## config.mk

```make
export PLATFORM = sky130hd
export DESIGN_NAME = uect_ctrl
export DESIGN_NICKNAME = d
export VERILOG_FILES = /design/src/rtl/uect_pkg.sv /design/src/rtl/uect_rxbuf.sv /design/src/rtl/uect_ctrl.sv
export SDC_FILE = /design/constraint.sdc
export NUM_CORES = 1
export LEC_CHECK = 0
export ABC_AREA = 1
export BUFFER_PORTS_ARGS = -buffer_cell sky130_fd_sc_hd__buf_2
export CORE_MARGIN = 8
export CORE_UTILIZATION = 45
export CTS_CLUSTER_SIZE = 20
export DETAILED_ROUTE_END_ITERATION = 16
export SLEW_MARGIN = 0
export SYNTH_ARGS = -nofsm -noshare
export SYNTH_HDL_FRONTEND = slang
export SYNTH_HIERARCHICAL = 1
export SYNTH_SLANG_ARGS = --single-unit
```

## constraint.sdc

```tcl
create_clock -name aclk -period 4.43 [get_ports aclk]
set_input_delay 0.6645 -clock aclk [delete_from_list [all_inputs] [get_ports aclk]]
set_output_delay 0.6645 -clock aclk [all_outputs]
set_load 0.05 [all_outputs]
```

## src/rtl/uect_pkg.sv

```systemverilog
// shared constants and types for the endpoint-zero control transfer logic
package uect_pkg;
  // register byte offsets
  localparam logic [7:0] OFS_OUT0_CFG = 8'h00;
  localparam logic [7:0] OFS_IN0_CFG  = 8'h04;
  localparam logic [7:0] OFS_OUT0_CNT = 8'h08;
  localparam logic [7:0] OFS_IN0_CNT  = 8'h0C;
  localparam logic [7:0] OFS_STAT     = 8'h10;
  localparam logic [7:0] OFS_OUT_TYPE = 8'h14;
  localparam logic [7:0] OFS_IN_TYPE  = 8'h18;
  localparam logic [7:0] OFS_SETUP_LO = 8'h20;
  localparam logic [7:0] OFS_SETUP_HI = 8'h24;
  localparam logic [7:0] OFS_OBUF_LO  = 8'h28;
  localparam logic [7:0] OFS_OBUF_HI  = 8'h2C;
  // endpoint configuration byte fields
  localparam int         CFG_W     = 5;
  localparam int         CFG_STALL = 0;
  localparam int         CFG_TOG   = 1;
  localparam int         CFG_NAK   = 2;
  localparam int         CFG_IE    = 3;
  localparam int         CFG_EN    = 4;
  localparam logic [4:0] CFG_RST   = 5'h00;
  // status register fields
  localparam int         SB_PEND   = 0;
  localparam int         SB_SETUP  = 1;
  localparam int         SB_OUT    = 2;
  localparam int         SB_IN     = 3;
  // packet sizes
  localparam int         MAXP      = 8;
  localparam logic [3:0] MAXP_CNT  = 4'h8;
  localparam logic [3:0] CNT_RST   = 4'h0;
  // further endpoints and their transfer types
  localparam int         N_EP      = 7;
  localparam logic [1:0] EP_ISO    = 2'h1;
  localparam logic [13:0] TYPE_RST = 14'h0000;
  localparam logic [3:0] EP_ZERO   = 4'h0;
  // link codes
  localparam logic [1:0] TOK_OUT   = 2'h0;
  localparam logic [1:0] TOK_IN    = 2'h1;
  localparam logic [1:0] TOK_SETUP = 2'h2;
  localparam logic [1:0] HS_ACK    = 2'h0;
  localparam logic [1:0] HS_NAK    = 2'h1;
  localparam logic [1:0] HS_STALL  = 2'h2;
  // bus answers
  localparam logic [1:0] RESP_OKAY   = 2'h0;
  localparam logic [1:0] RESP_SLVERR = 2'h2;

  typedef enum logic [1:0] {ST_IDLE, ST_RX, ST_INWAIT} uect_state_t;
endpackage : uect_pkg

```

## src/rtl/uect_rxbuf.sv

```systemverilog
// staging buffer that gathers the bytes of one received data packet
`timescale 1ns/1ps
module uect_rxbuf (
  input  wire logic        aclk,
  input  wire logic        aresetn,
  input  wire logic        clr,
  input  wire logic        byte_vld,
  input  wire logic [7:0]  byte_in,
  output logic      [63:0] bytes,
  output logic      [3:0]  cnt,
  output logic             ovf
);
  logic [7:0] mem_ff [uect_pkg::MAXP];
  logic [3:0] cnt_ff;
  logic       ovf_ff;

  always_ff @(posedge aclk) begin
    if (!aresetn || clr) begin
      cnt_ff <= uect_pkg::CNT_RST;
      ovf_ff <= 1'b0;
    end else if (byte_vld) begin
      if (cnt_ff == uect_pkg::MAXP_CNT) begin
        ovf_ff <= 1'b1;
      end else begin
        cnt_ff <= cnt_ff + 4'h1;
      end
    end
  end

  genvar g;
  generate
    for (g = 0; g < uect_pkg::MAXP; g++) begin : g_byte
      always_ff @(posedge aclk) begin
        if (!aresetn) begin
          mem_ff[g] <= 8'h00;
        end else if (byte_vld && cnt_ff == 4'(g)) begin
          mem_ff[g] <= byte_in;
        end
      end
      assign bytes[g*8 +: 8] = mem_ff[g];
    end
  endgenerate

  assign cnt = cnt_ff;
  assign ovf = ovf_ff;
endmodule : uect_rxbuf

```

## src/rtl/uect_ctrl.sv

```systemverilog
// endpoint-zero control transfer engine with its register slave
//
// What this block does
// - seven in, seven out endpoints, typed per endpoint.
// - isochronous endpoints are flagged for the DMA.
// - good setup stored, pending set, ACK, interrupt.
// - pending setup forces NAK on data/status stages.
// - stall bits make data/status stages answer STALL unless a setup is pending.
// - clearing setup interrupt also clears setup pending.
// - good out packet stored, counted, toggled, ACKed.
// - out packet gets NAK or STALL per flags.
// - corrupted data packet gets no handshake.
// - in token sends packet; ACK toggles, flags, interrupts.
// - in token gets NAK or STALL per flags.
// - missing host ACK leaves state for a resend.
// - no-data write is setup then in status.
// - data write is setup, out stages, in status.
//
// Register access over AXI4-Lite and the register addresses were decided locally.
`timescale 1ns/1ps
module uect_ctrl (
  input  wire logic        aclk,
  input  wire logic        aresetn,
  input  wire logic [7:0]  s_axi_awaddr,
  input  wire logic        s_axi_awvalid,
  output logic             s_axi_awready,
  input  wire logic [31:0] s_axi_wdata,
  input  wire logic [3:0]  s_axi_wstrb,
  input  wire logic        s_axi_wvalid,
  output logic             s_axi_wready,
  output logic      [1:0]  s_axi_bresp,
  output logic             s_axi_bvalid,
  input  wire logic        s_axi_bready,
  input  wire logic [7:0]  s_axi_araddr,
  input  wire logic        s_axi_arvalid,
  output logic             s_axi_arready,
  output logic      [31:0] s_axi_rdata,
  output logic      [1:0]  s_axi_rresp,
  output logic             s_axi_rvalid,
  input  wire logic        s_axi_rready,
  input  wire logic        sie_tok_vld,
  input  wire logic [1:0]  sie_tok_pid,
  input  wire logic [3:0]  sie_tok_ep,
  input  wire logic        sie_rx_vld,
  input  wire logic [7:0]  sie_rx_data,
  input  wire logic        sie_rx_end,
  input  wire logic        sie_rx_err,
  input  wire logic        sie_rx_data1,
  input  wire logic        sie_host_ack,
  input  wire logic        sie_host_to,
  output logic             hs_vld,
  output logic      [1:0]  hs_code,
  output logic             tx_go,
  output logic      [3:0]  tx_len,
  output logic             tx_data1,
  output logic             irq_setup,
  output logic             irq_out0,
  output logic             irq_in0,
  output logic      [6:0]  dma_out_iso,
  output logic      [6:0]  dma_in_iso
);
  // register slave state
  logic                   awready_ff, wready_ff, bvalid_ff, arready_ff, rvalid_ff;
  logic                   aw_full_ff, w_full_ff;
  logic [7:0]             waddr_ff;
  logic [31:0]            wdata_ff, rdata_ff;
  logic [3:0]             wstrb_ff;
  logic [1:0]             bresp_ff, rresp_ff;
  logic                   nxt_aw_full, nxt_w_full, nxt_bvalid, nxt_rvalid;
  logic                   wr_do, rd_do, wr_hit;
  logic [31:0]            nxt_rdata;
  logic                   nxt_rhit;
  // endpoint state
  logic [uect_pkg::CFG_W-1:0] out_cfg_ff, in_cfg_ff;
  logic [3:0]             out_cnt_ff, in_cnt_ff;
  logic [63:0]            setup_buf_ff, out_buf_ff;
  logic                   pending_ff, setup_int_ff, out_int_ff, in_int_ff;
  logic [13:0]            out_type_ff, in_type_ff;
  logic [6:0]             out_iso, in_iso, out_iso_ff, in_iso_ff;
  // transaction state
  uect_pkg::uect_state_t  state_ff, nxt_state;
  logic                   tok_setup_ff;
  logic                   hs_vld_ff, nxt_hs_vld, tx_go_ff, tx_data1_ff;
  logic [1:0]             hs_code_ff, nxt_hs_code;
  logic [3:0]             tx_len_ff;
  logic                   irq_setup_ff, irq_out0_ff, irq_in0_ff;
  // staging buffer
  logic [63:0]            rx_bytes;
  logic [3:0]             rx_cnt;
  logic                   rx_ovf;
  // decoded events
  logic                   tok_ep0, tok_rx_start, in_tok, rx_done, rx_good;
  logic                   setup_ok, out_data, out_acc, in_go, in_done;
  logic                   wr_stat, wr_out_cfg, wr_in_cfg;

  // ---------------- AXI4-Lite slave ----------------
  // address and data are taken in either order; the write happens once both are held
  assign wr_do       = aw_full_ff && w_full_ff && !bvalid_ff;
  assign nxt_aw_full = (aw_full_ff && !wr_do) || (s_axi_awvalid && awready_ff);
  assign nxt_w_full  = (w_full_ff && !wr_do) || (s_axi_wvalid && wready_ff);
  assign nxt_bvalid  = wr_do || (bvalid_ff && !s_axi_bready);
  assign rd_do       = s_axi_arvalid && arready_ff;
  assign nxt_rvalid  = rd_do || (rvalid_ff && !s_axi_rready);

  always_ff @(posedge aclk) begin
    if (!aresetn) begin
      aw_full_ff <= 1'b0;
      w_full_ff  <= 1'b0;
      awready_ff <= 1'b0;
      wready_ff  <= 1'b0;
      bvalid_ff  <= 1'b0;
      bresp_ff   <= uect_pkg::RESP_OKAY;
      waddr_ff   <= 8'h00;
      wdata_ff   <= 32'h0000_0000;
      wstrb_ff   <= 4'h0;
    end else begin
      aw_full_ff <= nxt_aw_full;
      w_full_ff  <= nxt_w_full;
      awready_ff <= !nxt_aw_full && !nxt_bvalid;
      wready_ff  <= !nxt_w_full && !nxt_bvalid;
      bvalid_ff  <= nxt_bvalid;
      if (s_axi_awvalid && awready_ff) begin
        waddr_ff <= s_axi_awaddr;
      end
      if (s_axi_wvalid && wready_ff) begin
        wdata_ff <= s_axi_wdata;
        wstrb_ff <= s_axi_wstrb;
      end
      if (wr_do) begin
        bresp_ff <= wr_hit ? uect_pkg::RESP_OKAY : uect_pkg::RESP_SLVERR;
      end
    end
  end

  always_comb begin
    case (waddr_ff)
      uect_pkg::OFS_OUT0_CFG, uect_pkg::OFS_IN0_CFG, uect_pkg::OFS_OUT0_CNT,
      uect_pkg::OFS_IN0_CNT, uect_pkg::OFS_STAT, uect_pkg::OFS_OUT_TYPE,
      uect_pkg::OFS_IN_TYPE: wr_hit = 1'b1;
      default: wr_hit = 1'b0;
    endcase
  end

  assign wr_stat    = wr_do && waddr_ff == uect_pkg::OFS_STAT && wstrb_ff[0];
  assign wr_out_cfg = wr_do && waddr_ff == uect_pkg::OFS_OUT0_CFG && wstrb_ff[0];
  assign wr_in_cfg  = wr_do && waddr_ff == uect_pkg::OFS_IN0_CFG && wstrb_ff[0];

  always_comb begin
    nxt_rdata = 32'h0000_0000;
    nxt_rhit  = 1'b1;
    case (s_axi_araddr)
      uect_pkg::OFS_OUT0_CFG: nxt_rdata[uect_pkg::CFG_W-1:0] = out_cfg_ff;
      uect_pkg::OFS_IN0_CFG:  nxt_rdata[uect_pkg::CFG_W-1:0] = in_cfg_ff;
      uect_pkg::OFS_OUT0_CNT: nxt_rdata[3:0] = out_cnt_ff;
      uect_pkg::OFS_IN0_CNT:  nxt_rdata[3:0] = in_cnt_ff;
      uect_pkg::OFS_STAT:     nxt_rdata[3:0] = {in_int_ff, out_int_ff, setup_int_ff, pending_ff};
      uect_pkg::OFS_OUT_TYPE: nxt_rdata[13:0] = out_type_ff;
      uect_pkg::OFS_IN_TYPE:  nxt_rdata[13:0] = in_type_ff;
      uect_pkg::OFS_SETUP_LO: nxt_rdata = setup_buf_ff[31:0];
      uect_pkg::OFS_SETUP_HI: nxt_rdata = setup_buf_ff[63:32];
      uect_pkg::OFS_OBUF_LO:  nxt_rdata = out_buf_ff[31:0];
      uect_pkg::OFS_OBUF_HI:  nxt_rdata = out_buf_ff[63:32];
      default:                nxt_rhit = 1'b0;
    endcase
  end

  always_ff @(posedge aclk) begin
    if (!aresetn) begin
      arready_ff <= 1'b0;
      rvalid_ff  <= 1'b0;
      rdata_ff   <= 32'h0000_0000;
      rresp_ff   <= uect_pkg::RESP_OKAY;
    end else begin
      arready_ff <= !nxt_rvalid;
      rvalid_ff  <= nxt_rvalid;
      if (rd_do) begin
        rdata_ff <= nxt_rdata;
        rresp_ff <= nxt_rhit ? uect_pkg::RESP_OKAY : uect_pkg::RESP_SLVERR;
      end
    end
  end

  // ---------------- further endpoints ----------------
  always_ff @(posedge aclk) begin
    if (!aresetn) begin
      out_type_ff <= uect_pkg::TYPE_RST;
      in_type_ff  <= uect_pkg::TYPE_RST;
    end else if (wr_do) begin
      if (waddr_ff == uect_pkg::OFS_OUT_TYPE && wstrb_ff[0]) out_type_ff[7:0]  <= wdata_ff[7:0];
      if (waddr_ff == uect_pkg::OFS_OUT_TYPE && wstrb_ff[1]) out_type_ff[13:8] <= wdata_ff[13:8];
      if (waddr_ff == uect_pkg::OFS_IN_TYPE && wstrb_ff[0])  in_type_ff[7:0]   <= wdata_ff[7:0];
      if (waddr_ff == uect_pkg::OFS_IN_TYPE && wstrb_ff[1])  in_type_ff[13:8]  <= wdata_ff[13:8];
    end
  end

  genvar e;
  generate
    for (e = 0; e < uect_pkg::N_EP; e++) begin : g_ep
      // streaming endpoints bypass firmware and go to the DMA channels
      assign out_iso[e] = out_type_ff[2*e +: 2] == uect_pkg::EP_ISO;
      assign in_iso[e]  = in_type_ff[2*e +: 2] == uect_pkg::EP_ISO;
    end
  endgenerate

  always_ff @(posedge aclk) begin
    if (!aresetn) begin
      out_iso_ff <= 7'h00;
      in_iso_ff  <= 7'h00;
    end else begin
      out_iso_ff <= out_iso;
      in_iso_ff  <= in_iso;
    end
  end

  // ---------------- transaction decode ----------------
  assign tok_ep0      = sie_tok_vld && sie_tok_ep == uect_pkg::EP_ZERO && state_ff != uect_pkg::ST_RX;
  assign tok_rx_start = tok_ep0 && (sie_tok_pid == uect_pkg::TOK_SETUP || sie_tok_pid == uect_pkg::TOK_OUT);
  assign in_tok       = tok_ep0 && sie_tok_pid == uect_pkg::TOK_IN;
  assign rx_done      = state_ff == uect_pkg::ST_RX && sie_rx_end;
  assign rx_good      = rx_done && !sie_rx_err && !rx_ovf;
  assign setup_ok     = rx_good && tok_setup_ff && rx_cnt == uect_pkg::MAXP_CNT;
  assign out_data     = rx_good && !tok_setup_ff;
  assign out_acc      = out_data && !pending_ff && out_cfg_ff[uect_pkg::CFG_EN] &&
                        !out_cfg_ff[uect_pkg::CFG_STALL] && !out_cfg_ff[uect_pkg::CFG_NAK] &&
                        sie_rx_data1 == out_cfg_ff[uect_pkg::CFG_TOG];
  assign in_go        = in_tok && !pending_ff && in_cfg_ff[uect_pkg::CFG_EN] &&
                        !in_cfg_ff[uect_pkg::CFG_STALL] && !in_cfg_ff[uect_pkg::CFG_NAK];
  assign in_done      = state_ff == uect_pkg::ST_INWAIT && sie_host_ack;

  uect_rxbuf u_rxbuf (
    .aclk     (aclk),
    .aresetn  (aresetn),
    .clr      (tok_rx_start),
    .byte_vld (sie_rx_vld && state_ff == uect_pkg::ST_RX),
    .byte_in  (sie_rx_data),
    .bytes    (rx_bytes),
    .cnt      (rx_cnt),
    .ovf      (rx_ovf)
  );

  // handshake choice; a pending setup outranks stall, stall outranks no-ack
  always_comb begin
    nxt_hs_vld  = 1'b0;
    nxt_hs_code = uect_pkg::HS_ACK;
    if (setup_ok) begin
      nxt_hs_vld = 1'b1;
    end else if (out_data && pending_ff) begin
      nxt_hs_vld  = 1'b1;
      nxt_hs_code = uect_pkg::HS_NAK;
    end else if (out_data && out_cfg_ff[uect_pkg::CFG_EN]) begin
      nxt_hs_vld = 1'b1;
      if (out_cfg_ff[uect_pkg::CFG_STALL]) begin
        nxt_hs_code = uect_pkg::HS_STALL;
      end else if (out_cfg_ff[uect_pkg::CFG_NAK]) begin
        nxt_hs_code = uect_pkg::HS_NAK;
      end
    end else if (in_tok && pending_ff) begin
      nxt_hs_vld  = 1'b1;
      nxt_hs_code = uect_pkg::HS_NAK;
    end else if (in_tok && in_cfg_ff[uect_pkg::CFG_EN] && !in_go) begin
      nxt_hs_vld  = 1'b1;
      nxt_hs_code = in_cfg_ff[uect_pkg::CFG_STALL] ? uect_pkg::HS_STALL
                                                   : uect_pkg::HS_NAK;
    end
  end

  // a setup, then any out stages, then the in status stage
  always_comb begin
    nxt_state = state_ff;
    case (state_ff)
      uect_pkg::ST_IDLE, uect_pkg::ST_INWAIT: begin
        if (tok_rx_start) begin
          nxt_state = uect_pkg::ST_RX;
        end else if (in_go) begin
          nxt_state = uect_pkg::ST_INWAIT;
        end else if (state_ff == uect_pkg::ST_INWAIT && (sie_host_ack || sie_host_to)) begin
          nxt_state = uect_pkg::ST_IDLE;
        end
      end
      uect_pkg::ST_RX: begin
        if (sie_rx_end) nxt_state = uect_pkg::ST_IDLE;
      end
      default: nxt_state = uect_pkg::ST_IDLE;
    endcase
  end

  always_ff @(posedge aclk) begin
    if (!aresetn) begin
      state_ff     <= uect_pkg::ST_IDLE;
      tok_setup_ff <= 1'b0;
      hs_vld_ff    <= 1'b0;
      hs_code_ff   <= uect_pkg::HS_ACK;
      tx_go_ff     <= 1'b0;
      tx_len_ff    <= uect_pkg::CNT_RST;
      tx_data1_ff  <= 1'b0;
    end else begin
      state_ff   <= nxt_state;
      hs_vld_ff  <= nxt_hs_vld;
      hs_code_ff <= nxt_hs_code;
      tx_go_ff   <= in_go;
      if (tok_rx_start) tok_setup_ff <= sie_tok_pid == uect_pkg::TOK_SETUP;
      if (in_go) begin
        tx_len_ff   <= in_cnt_ff;
        tx_data1_ff <= in_cfg_ff[uect_pkg::CFG_TOG];
      end
    end
  end

  // ---------------- endpoint-zero registers ----------------
  // hardware updates come last so they win over a firmware write in the same cycle
  always_ff @(posedge aclk) begin
    if (!aresetn) begin
      out_cfg_ff <= uect_pkg::CFG_RST;
      out_cnt_ff <= uect_pkg::CNT_RST;
      out_buf_ff <= 64'h0000_0000_0000_0000;
    end else begin
      if (wr_out_cfg) out_cfg_ff <= wdata_ff[uect_pkg::CFG_W-1:0];
      if (wr_do && waddr_ff == uect_pkg::OFS_OUT0_CNT && wstrb_ff[0]) out_cnt_ff <= wdata_ff[3:0];
      if (out_acc) begin
        out_buf_ff                     <= rx_bytes;
        out_cnt_ff                     <= rx_cnt;
        out_cfg_ff[uect_pkg::CFG_TOG]  <= !out_cfg_ff[uect_pkg::CFG_TOG];
        out_cfg_ff[uect_pkg::CFG_NAK]  <= 1'b1;
      end
    end
  end

  always_ff @(posedge aclk) begin
    if (!aresetn) begin
      in_cfg_ff <= uect_pkg::CFG_RST;
      in_cnt_ff <= uect_pkg::CNT_RST;
    end else begin
      if (wr_in_cfg) in_cfg_ff <= wdata_ff[uect_pkg::CFG_W-1:0];
      if (wr_do && waddr_ff == uect_pkg::OFS_IN0_CNT && wstrb_ff[0]) in_cnt_ff <= wdata_ff[3:0];
      if (in_done) begin
        in_cfg_ff[uect_pkg::CFG_TOG] <= !in_cfg_ff[uect_pkg::CFG_TOG];
        in_cfg_ff[uect_pkg::CFG_NAK] <= 1'b1;
      end
    end
  end

  // write-one-to-clear flags; a new event in the clearing cycle still sets
  always_ff @(posedge aclk) begin
    if (!aresetn) begin
      pending_ff   <= 1'b0;
      setup_int_ff <= 1'b0;
      out_int_ff   <= 1'b0;
      in_int_ff    <= 1'b0;
      setup_buf_ff <= 64'h0000_0000_0000_0000;
    end else begin
      if (wr_stat && wdata_ff[uect_pkg::SB_SETUP]) begin
        setup_int_ff <= 1'b0;
        pending_ff   <= 1'b0;
      end
      if (wr_stat && wdata_ff[uect_pkg::SB_OUT]) out_int_ff <= 1'b0;
      if (wr_stat && wdata_ff[uect_pkg::SB_IN])  in_int_ff  <= 1'b0;
      if (setup_ok) begin
        setup_buf_ff <= rx_bytes;
        pending_ff   <= 1'b1;
        setup_int_ff <= 1'b1;
      end
      if (out_acc) out_int_ff <= 1'b1;
      if (in_done) in_int_ff  <= 1'b1;
    end
  end

  always_ff @(posedge aclk) begin
    if (!aresetn) begin
      irq_setup_ff <= 1'b0;
      irq_out0_ff  <= 1'b0;
      irq_in0_ff   <= 1'b0;
    end else begin
      irq_setup_ff <= setup_int_ff;
      irq_out0_ff  <= out_int_ff && out_cfg_ff[uect_pkg::CFG_IE];
      irq_in0_ff   <= in_int_ff && in_cfg_ff[uect_pkg::CFG_IE];
    end
  end

  assign s_axi_awready = awready_ff;
  assign s_axi_wready  = wready_ff;
  assign s_axi_bvalid  = bvalid_ff;
  assign s_axi_bresp   = bresp_ff;
  assign s_axi_arready = arready_ff;
  assign s_axi_rvalid  = rvalid_ff;
  assign s_axi_rdata   = rdata_ff;
  assign s_axi_rresp   = rresp_ff;
  assign hs_vld        = hs_vld_ff;
  assign hs_code       = hs_code_ff;
  assign tx_go         = tx_go_ff;
  assign tx_len        = tx_len_ff;
  assign tx_data1      = tx_data1_ff;
  assign irq_setup     = irq_setup_ff;
  assign irq_out0      = irq_out0_ff;
  assign irq_in0       = irq_in0_ff;
  assign dma_out_iso   = out_iso_ff;
  assign dma_in_iso    = in_iso_ff;
endmodule : uect_ctrl

```

==> run_summary.xml <==
<?xml version="1.0" encoding="UTF-8"?>
<metrics>
  <group name="cts">
    <metric name="cts_tree" unit="">built</metric>
    <metric name="clock-sinks" unit="">340</metric>
    <metric name="cts_root_buffer" unit="">clkbuf_16</metric>
    <metric name="clock_path_buffers" unit="">3</metric>
    <metric name="clock_tree.htree_level_count" unit="">2</metric>
    <metric name="clock_pin_slew_of_the_registers_on_the_worst_case_setup_and_hold_paths" unit="ns">0.06</metric>
    <metric name="clock_insertion_delay_worst_skew" unit="ns">0.50</metric>
    <metric name="hold_buffer_count_at_cts" unit="">0</metric>
    <metric name="cts-buffers-inserted" unit="">36</metric>
    <metric name="cts.repair_timing.setup_buffer_count" unit="">0</metric>
    <metric name="cts_repair_resize_count" unit="">0</metric>
  </group>
  <group name="logic_synthesis">
    <metric name="synth-seq-area-share" unit="%">54.3</metric>
    <metric name="synth.ff_latch_count" unit="">340</metric>
    <metric name="post-synth-top-count-cell" unit="">nor2_1</metric>
    <metric name="yosys-top-cells-area" unit="">dfxtp_1 40%, edfxtp_1 14%, o21ai_0 9.1%</metric>
    <metric name="synthFlopType" unit="">dfxtp_1</metric>
    <metric name="yosys_warnings" unit="">6</metric>
    <metric name="synth-async-reset-ratio" unit="%">0</metric>
    <metric name="synthCells" unit="">1695</metric>
    <metric name="synth-edff-count" unit="">64</metric>
    <metric name="synth_cell_type_count" unit="">39</metric>
    <metric name="synthDominantAreaCellType" unit="">dfxtp_1</metric>
    <metric name="avgSynthCellArea" unit="um^2">8.10</metric>
    <metric name="synth.top_cells.by_count" unit="">300 x nor2_1, 276 x dfxtp_1, 249 x o21ai_0, 205 x nand2_1, 155 x a21oi_1</metric>
    <metric name="synth.cell_area" unit="mm^2">0.0137</metric>
    <metric name="synth_top_area_share" unit="%">40.3</metric>
  </group>
  <group name="route">
    <metric name="drt_wl_total" unit="um">36800</metric>
    <metric name="vias" unit="">11374</metric>
    <metric name="first_pass_iteration_count_of_the_detailed_router" unit="">6</metric>
    <metric name="drtAntennaViolNets" unit="">0</metric>
    <metric name="violation_count_after_the_first_detailed_routing_iteration" unit="">885</metric>
    <metric name="wl_per_cell" unit="um">16.7</metric>
    <metric name="drcViolationCount" unit="">0</metric>
    <metric name="detail_route.vias_per_cell" unit="">5.17</metric>
  </group>
  <group name="critical_path">
    <metric name="worst-setup-path-type" unit="">reg2reg</metric>
    <metric name="cp.depth" unit="">6</metric>
    <metric name="cp_slowest_stage_delay" unit="ns">0.61</metric>
    <metric name="crit_path_start" unit="">u_rxbuf/cnt[3]</metric>
    <metric name="worst_r2r_endpoint" unit="">setup_buf_ff[12]</metric>
    <metric name="cp_max_fanout" unit="">66</metric>
    <metric name="worst_r2r_startpoint" unit="">u_rxbuf/cnt[3]</metric>
    <metric name="timing.reg2reg.worst_path_depth" unit="">6</metric>
    <metric name="startpoint_type_of_the_worst_setup_path" unit="">flip-flop</metric>
    <metric name="worst_ep_arrival_time" unit="ns">2.87</metric>
    <metric name="critical_path.n_buffers_inverters" unit="">1</metric>
    <metric name="critical-path-slowest-cell" unit="">dfxtp_1</metric>
    <metric name="cpLargestDelayFamily" unit="">simple AND/OR/NAND/NOR gates</metric>
    <metric name="reg2reg_setup_slack" unit="ns">1.93</metric>
    <metric name="critical_path.cell_chain" unit="">nand2_1, nor3b_1, nand2_2, buf_4, o21ai_0, a21oi_1</metric>
    <metric name="end_kind" unit="">flip-flop</metric>
    <metric name="critPathRequiredTime" unit="ns">4.80</metric>
  </group>
  <group name="sta">
    <metric name="fin_ws" unit="ns">1.93</metric>
    <metric name="tns" unit="ns">0</metric>
    <metric name="hold_violation_total_from_the_final_report" unit="">0</metric>
    <metric name="min_period_over_period" unit="%">56.4</metric>
    <metric name="final.min_clock_period" unit="ns">2.50</metric>
    <metric name="timing.final.setup_violations" unit="">0</metric>
    <metric name="fin_worst_skew" unit="ns">0.0112</metric>
    <metric name="slew_headroom" unit="%">24.4</metric>
    <metric name="worstMarginPinSlew" unit="ns">1.13</metric>
    <metric name="rsz0062_at_grt" unit="">false</metric>
    <metric name="final_max_slew_viol_count" unit="">0</metric>
    <metric name="fmaxAchievable" unit="GHz">0.400</metric>
  </group>
  <group name="grt">
    <metric name="grtUsageTotal" unit="%">19.9</metric>
    <metric name="aggregate_global_routing_overflow" unit="">0</metric>
    <metric name="grt_first_pass_wirelength" unit="um">58300</metric>
    <metric name="grt_pass1_vias" unit="">10639</metric>
    <metric name="grt_max_degree" unit="">79</metric>
    <metric name="antenna_found_initial" unit="">0</metric>
  </group>
  <group name="die">
    <metric name="floorplan.rows" unit="">64</metric>
    <metric name="die_w" unit="um">191</metric>
    <metric name="full_die_area" unit="mm^2">0.0363</metric>
    <metric name="initial_core_util" unit="%">45.2</metric>
    <metric name="die_height" unit="um">191</metric>
    <metric name="boundaryPins" unit="">147</metric>
    <metric name="core" unit="mm^2">0.0303</metric>
  </group>
  <group name="hold_path">
    <metric name="hold_end" unit="">waddr_ff[1]</metric>
    <metric name="timing.hold.worst.class" unit="">in2reg</metric>
    <metric name="hold-path-cell-count" unit="">3</metric>
    <metric name="min-delay-start" unit="">s_axi_awaddr[1]</metric>
  </group>
  <group name="placed_design">
    <metric name="io_buffer_count" unit="">124</metric>
    <metric name="hpwl" unit="um">24100</metric>
    <metric name="preCtsSetupSlack" unit="ns">1.68</metric>
    <metric name="place_inst" unit="">2137</metric>
    <metric name="gp_congestion" unit="">0.817</metric>
  </group>
  <group name="final_layout">
    <metric name="final_nets" unit="">1863</metric>
    <metric name="fin_util" unit="%">51.4</metric>
    <metric name="final.fill_count" unit="">2970</metric>
    <metric name="area_growth_syn_to_fin" unit="%">13.6</metric>
    <metric name="post_layout_nonfiller_instances" unit="">2201</metric>
    <metric name="n_antenna_cell" unit="">0</metric>
    <metric name="ratio_of_cells_with_drive_above_1_in_the_final_layout" unit="%">12.5</metric>
  </group>
  <group name="pwr">
    <metric name="power_density_over_the_cells" unit="mW/mm^2">409</metric>
    <metric name="total_power" unit="mW">6.38</metric>
    <metric name="leakage" unit="nW">6.24</metric>
    <metric name="vdd_drop_max" unit="mV">0.205</metric>
  </group>
  <group name="job">
    <metric name="max_cap_viol_count" unit="">0</metric>
  </group>
  <group name="outcome">
    <metric name="status" unit="">completed</metric>
  </group>
</metrics>
==> cell usage in the layout (no fill, tap or decap), types with 6 or more instances in the layout <==
cell type	n
buf_4	14
clkbuf_1	9
a21oi_1	155
inv_2	7
edfxtp_1	64
clkinv_1	7
nor2_1	300
clkinv_2	9
nand2_1	204
o22ai_1	16
nand3_1	94
inv_1	153
clkbuf_16	37
o21ai_0	249
a211oi_1	9
buf_2	123
nor3_1	19
nor2_4	8
dfxtp_1	276
nand2_2	6
==> worst max path at each step <==
stage | end | slack [ns]
6_report | setup_buf_ff[12] | 1.93
5_1_grt | setup_buf_ff[49] | 1.71
4_1_cts | setup_buf_ff[49] | 1.90
3_5_place_dp | s_axi_rdata[31] | 1.68
3_3_place_gp | s_axi_rdata[31] | 1.71
2_1_floorplan | u_rxbuf/mem_ff[0][10] | 2.59
==> worst register-to-register path, cell delays in order (launching register included) <==
cell	delay, ns
dfxtp_1	0.61
nand2_1	0.10
nor3b_1	0.30
nand2_2	0.46
buf_4	0.51
o21ai_0	0.33
a21oi_1	0.06
==> logic make-up (layout without fill, tap and decap cells) <==
| group | Yosys count | in the layout | share of synthesized area, % |
|---|---|---|---|
| compound gates | 437 | 437 | 16.3 |
| xor+xnor | 2 | 2 | 0.128 |
| fa+ha+maj | 4 | 4 | 0.365 |
| buf+inv | 255 | 364 | 7.92 |
| flops | 340 | 340 | 54.3 |
| other cells | 1 | 2 | 0.0273 |
| simple gates | 656 | 656 | 21.0 |
==> state kept, by name, indices dropped and copies added (netlist names), 5 cells and up <==
| signal | cells |
|---|---|
| out_buf_ff | 64 |
| setup_buf_ff | 64 |
| in_type_ff | 14 |
| wdata_ff | 14 |
| s_axi_rdata | 32 |
| in_cfg_ff | 5 |
| waddr_ff | 8 |
| u_rxbuf/mem_ff | 64 |
| dma_out_iso | 7 |
| out_type_ff | 14 |
| out_cfg_ff | 5 |
| dma_in_iso | 7 |
==> power breakdown <==
| group | switching [mW] | internal, mW | total (mW) |
|---|---|---|---|
| clock network | 1.17 | 1.68 | 2.85 |
| logic | 0.227 | 0.0758 | 0.302 |
| registers | 0.0326 | 3.20 | 3.23 |
==> metrics by stage <==
step | instance area (um^2) | hold slack, ns
2_1_floorplan | 13700 | 0.401
3_3_place_gp | 14500 | 0.411
3_5_place_dp | 14500 | 0.418
4_1_cts | 15600 | 0.405
5_1_grt | 15600 | 0.443
6_report | 15600 | 0.421
==> layout make-up <==
type / count / area [um^2] / share of cell area (%)
flip-flops and latches: 340 / 7450 / 47.8
multi-input cells: 1101 / 5200 / 33.3
clock buffers: 48 / 987 / 6.33
repair buffers: 138 / 732 / 4.69
inverters: 162 / 609 / 3.91
well taps: 396 / 495 / 3.18
clock inverters: 16 / 123 / 0.786
==> metal layers <==
layer	share of wire, %	vias to the layer above	GRT usage, %
met5	0	-	0
met4	2.2	0	5.19
met3	5.9	57	2.93
met2	45	286	32.5
met1	47	5294	27.3
li1	-	5737	-
(Power assumes the default switching activity.)
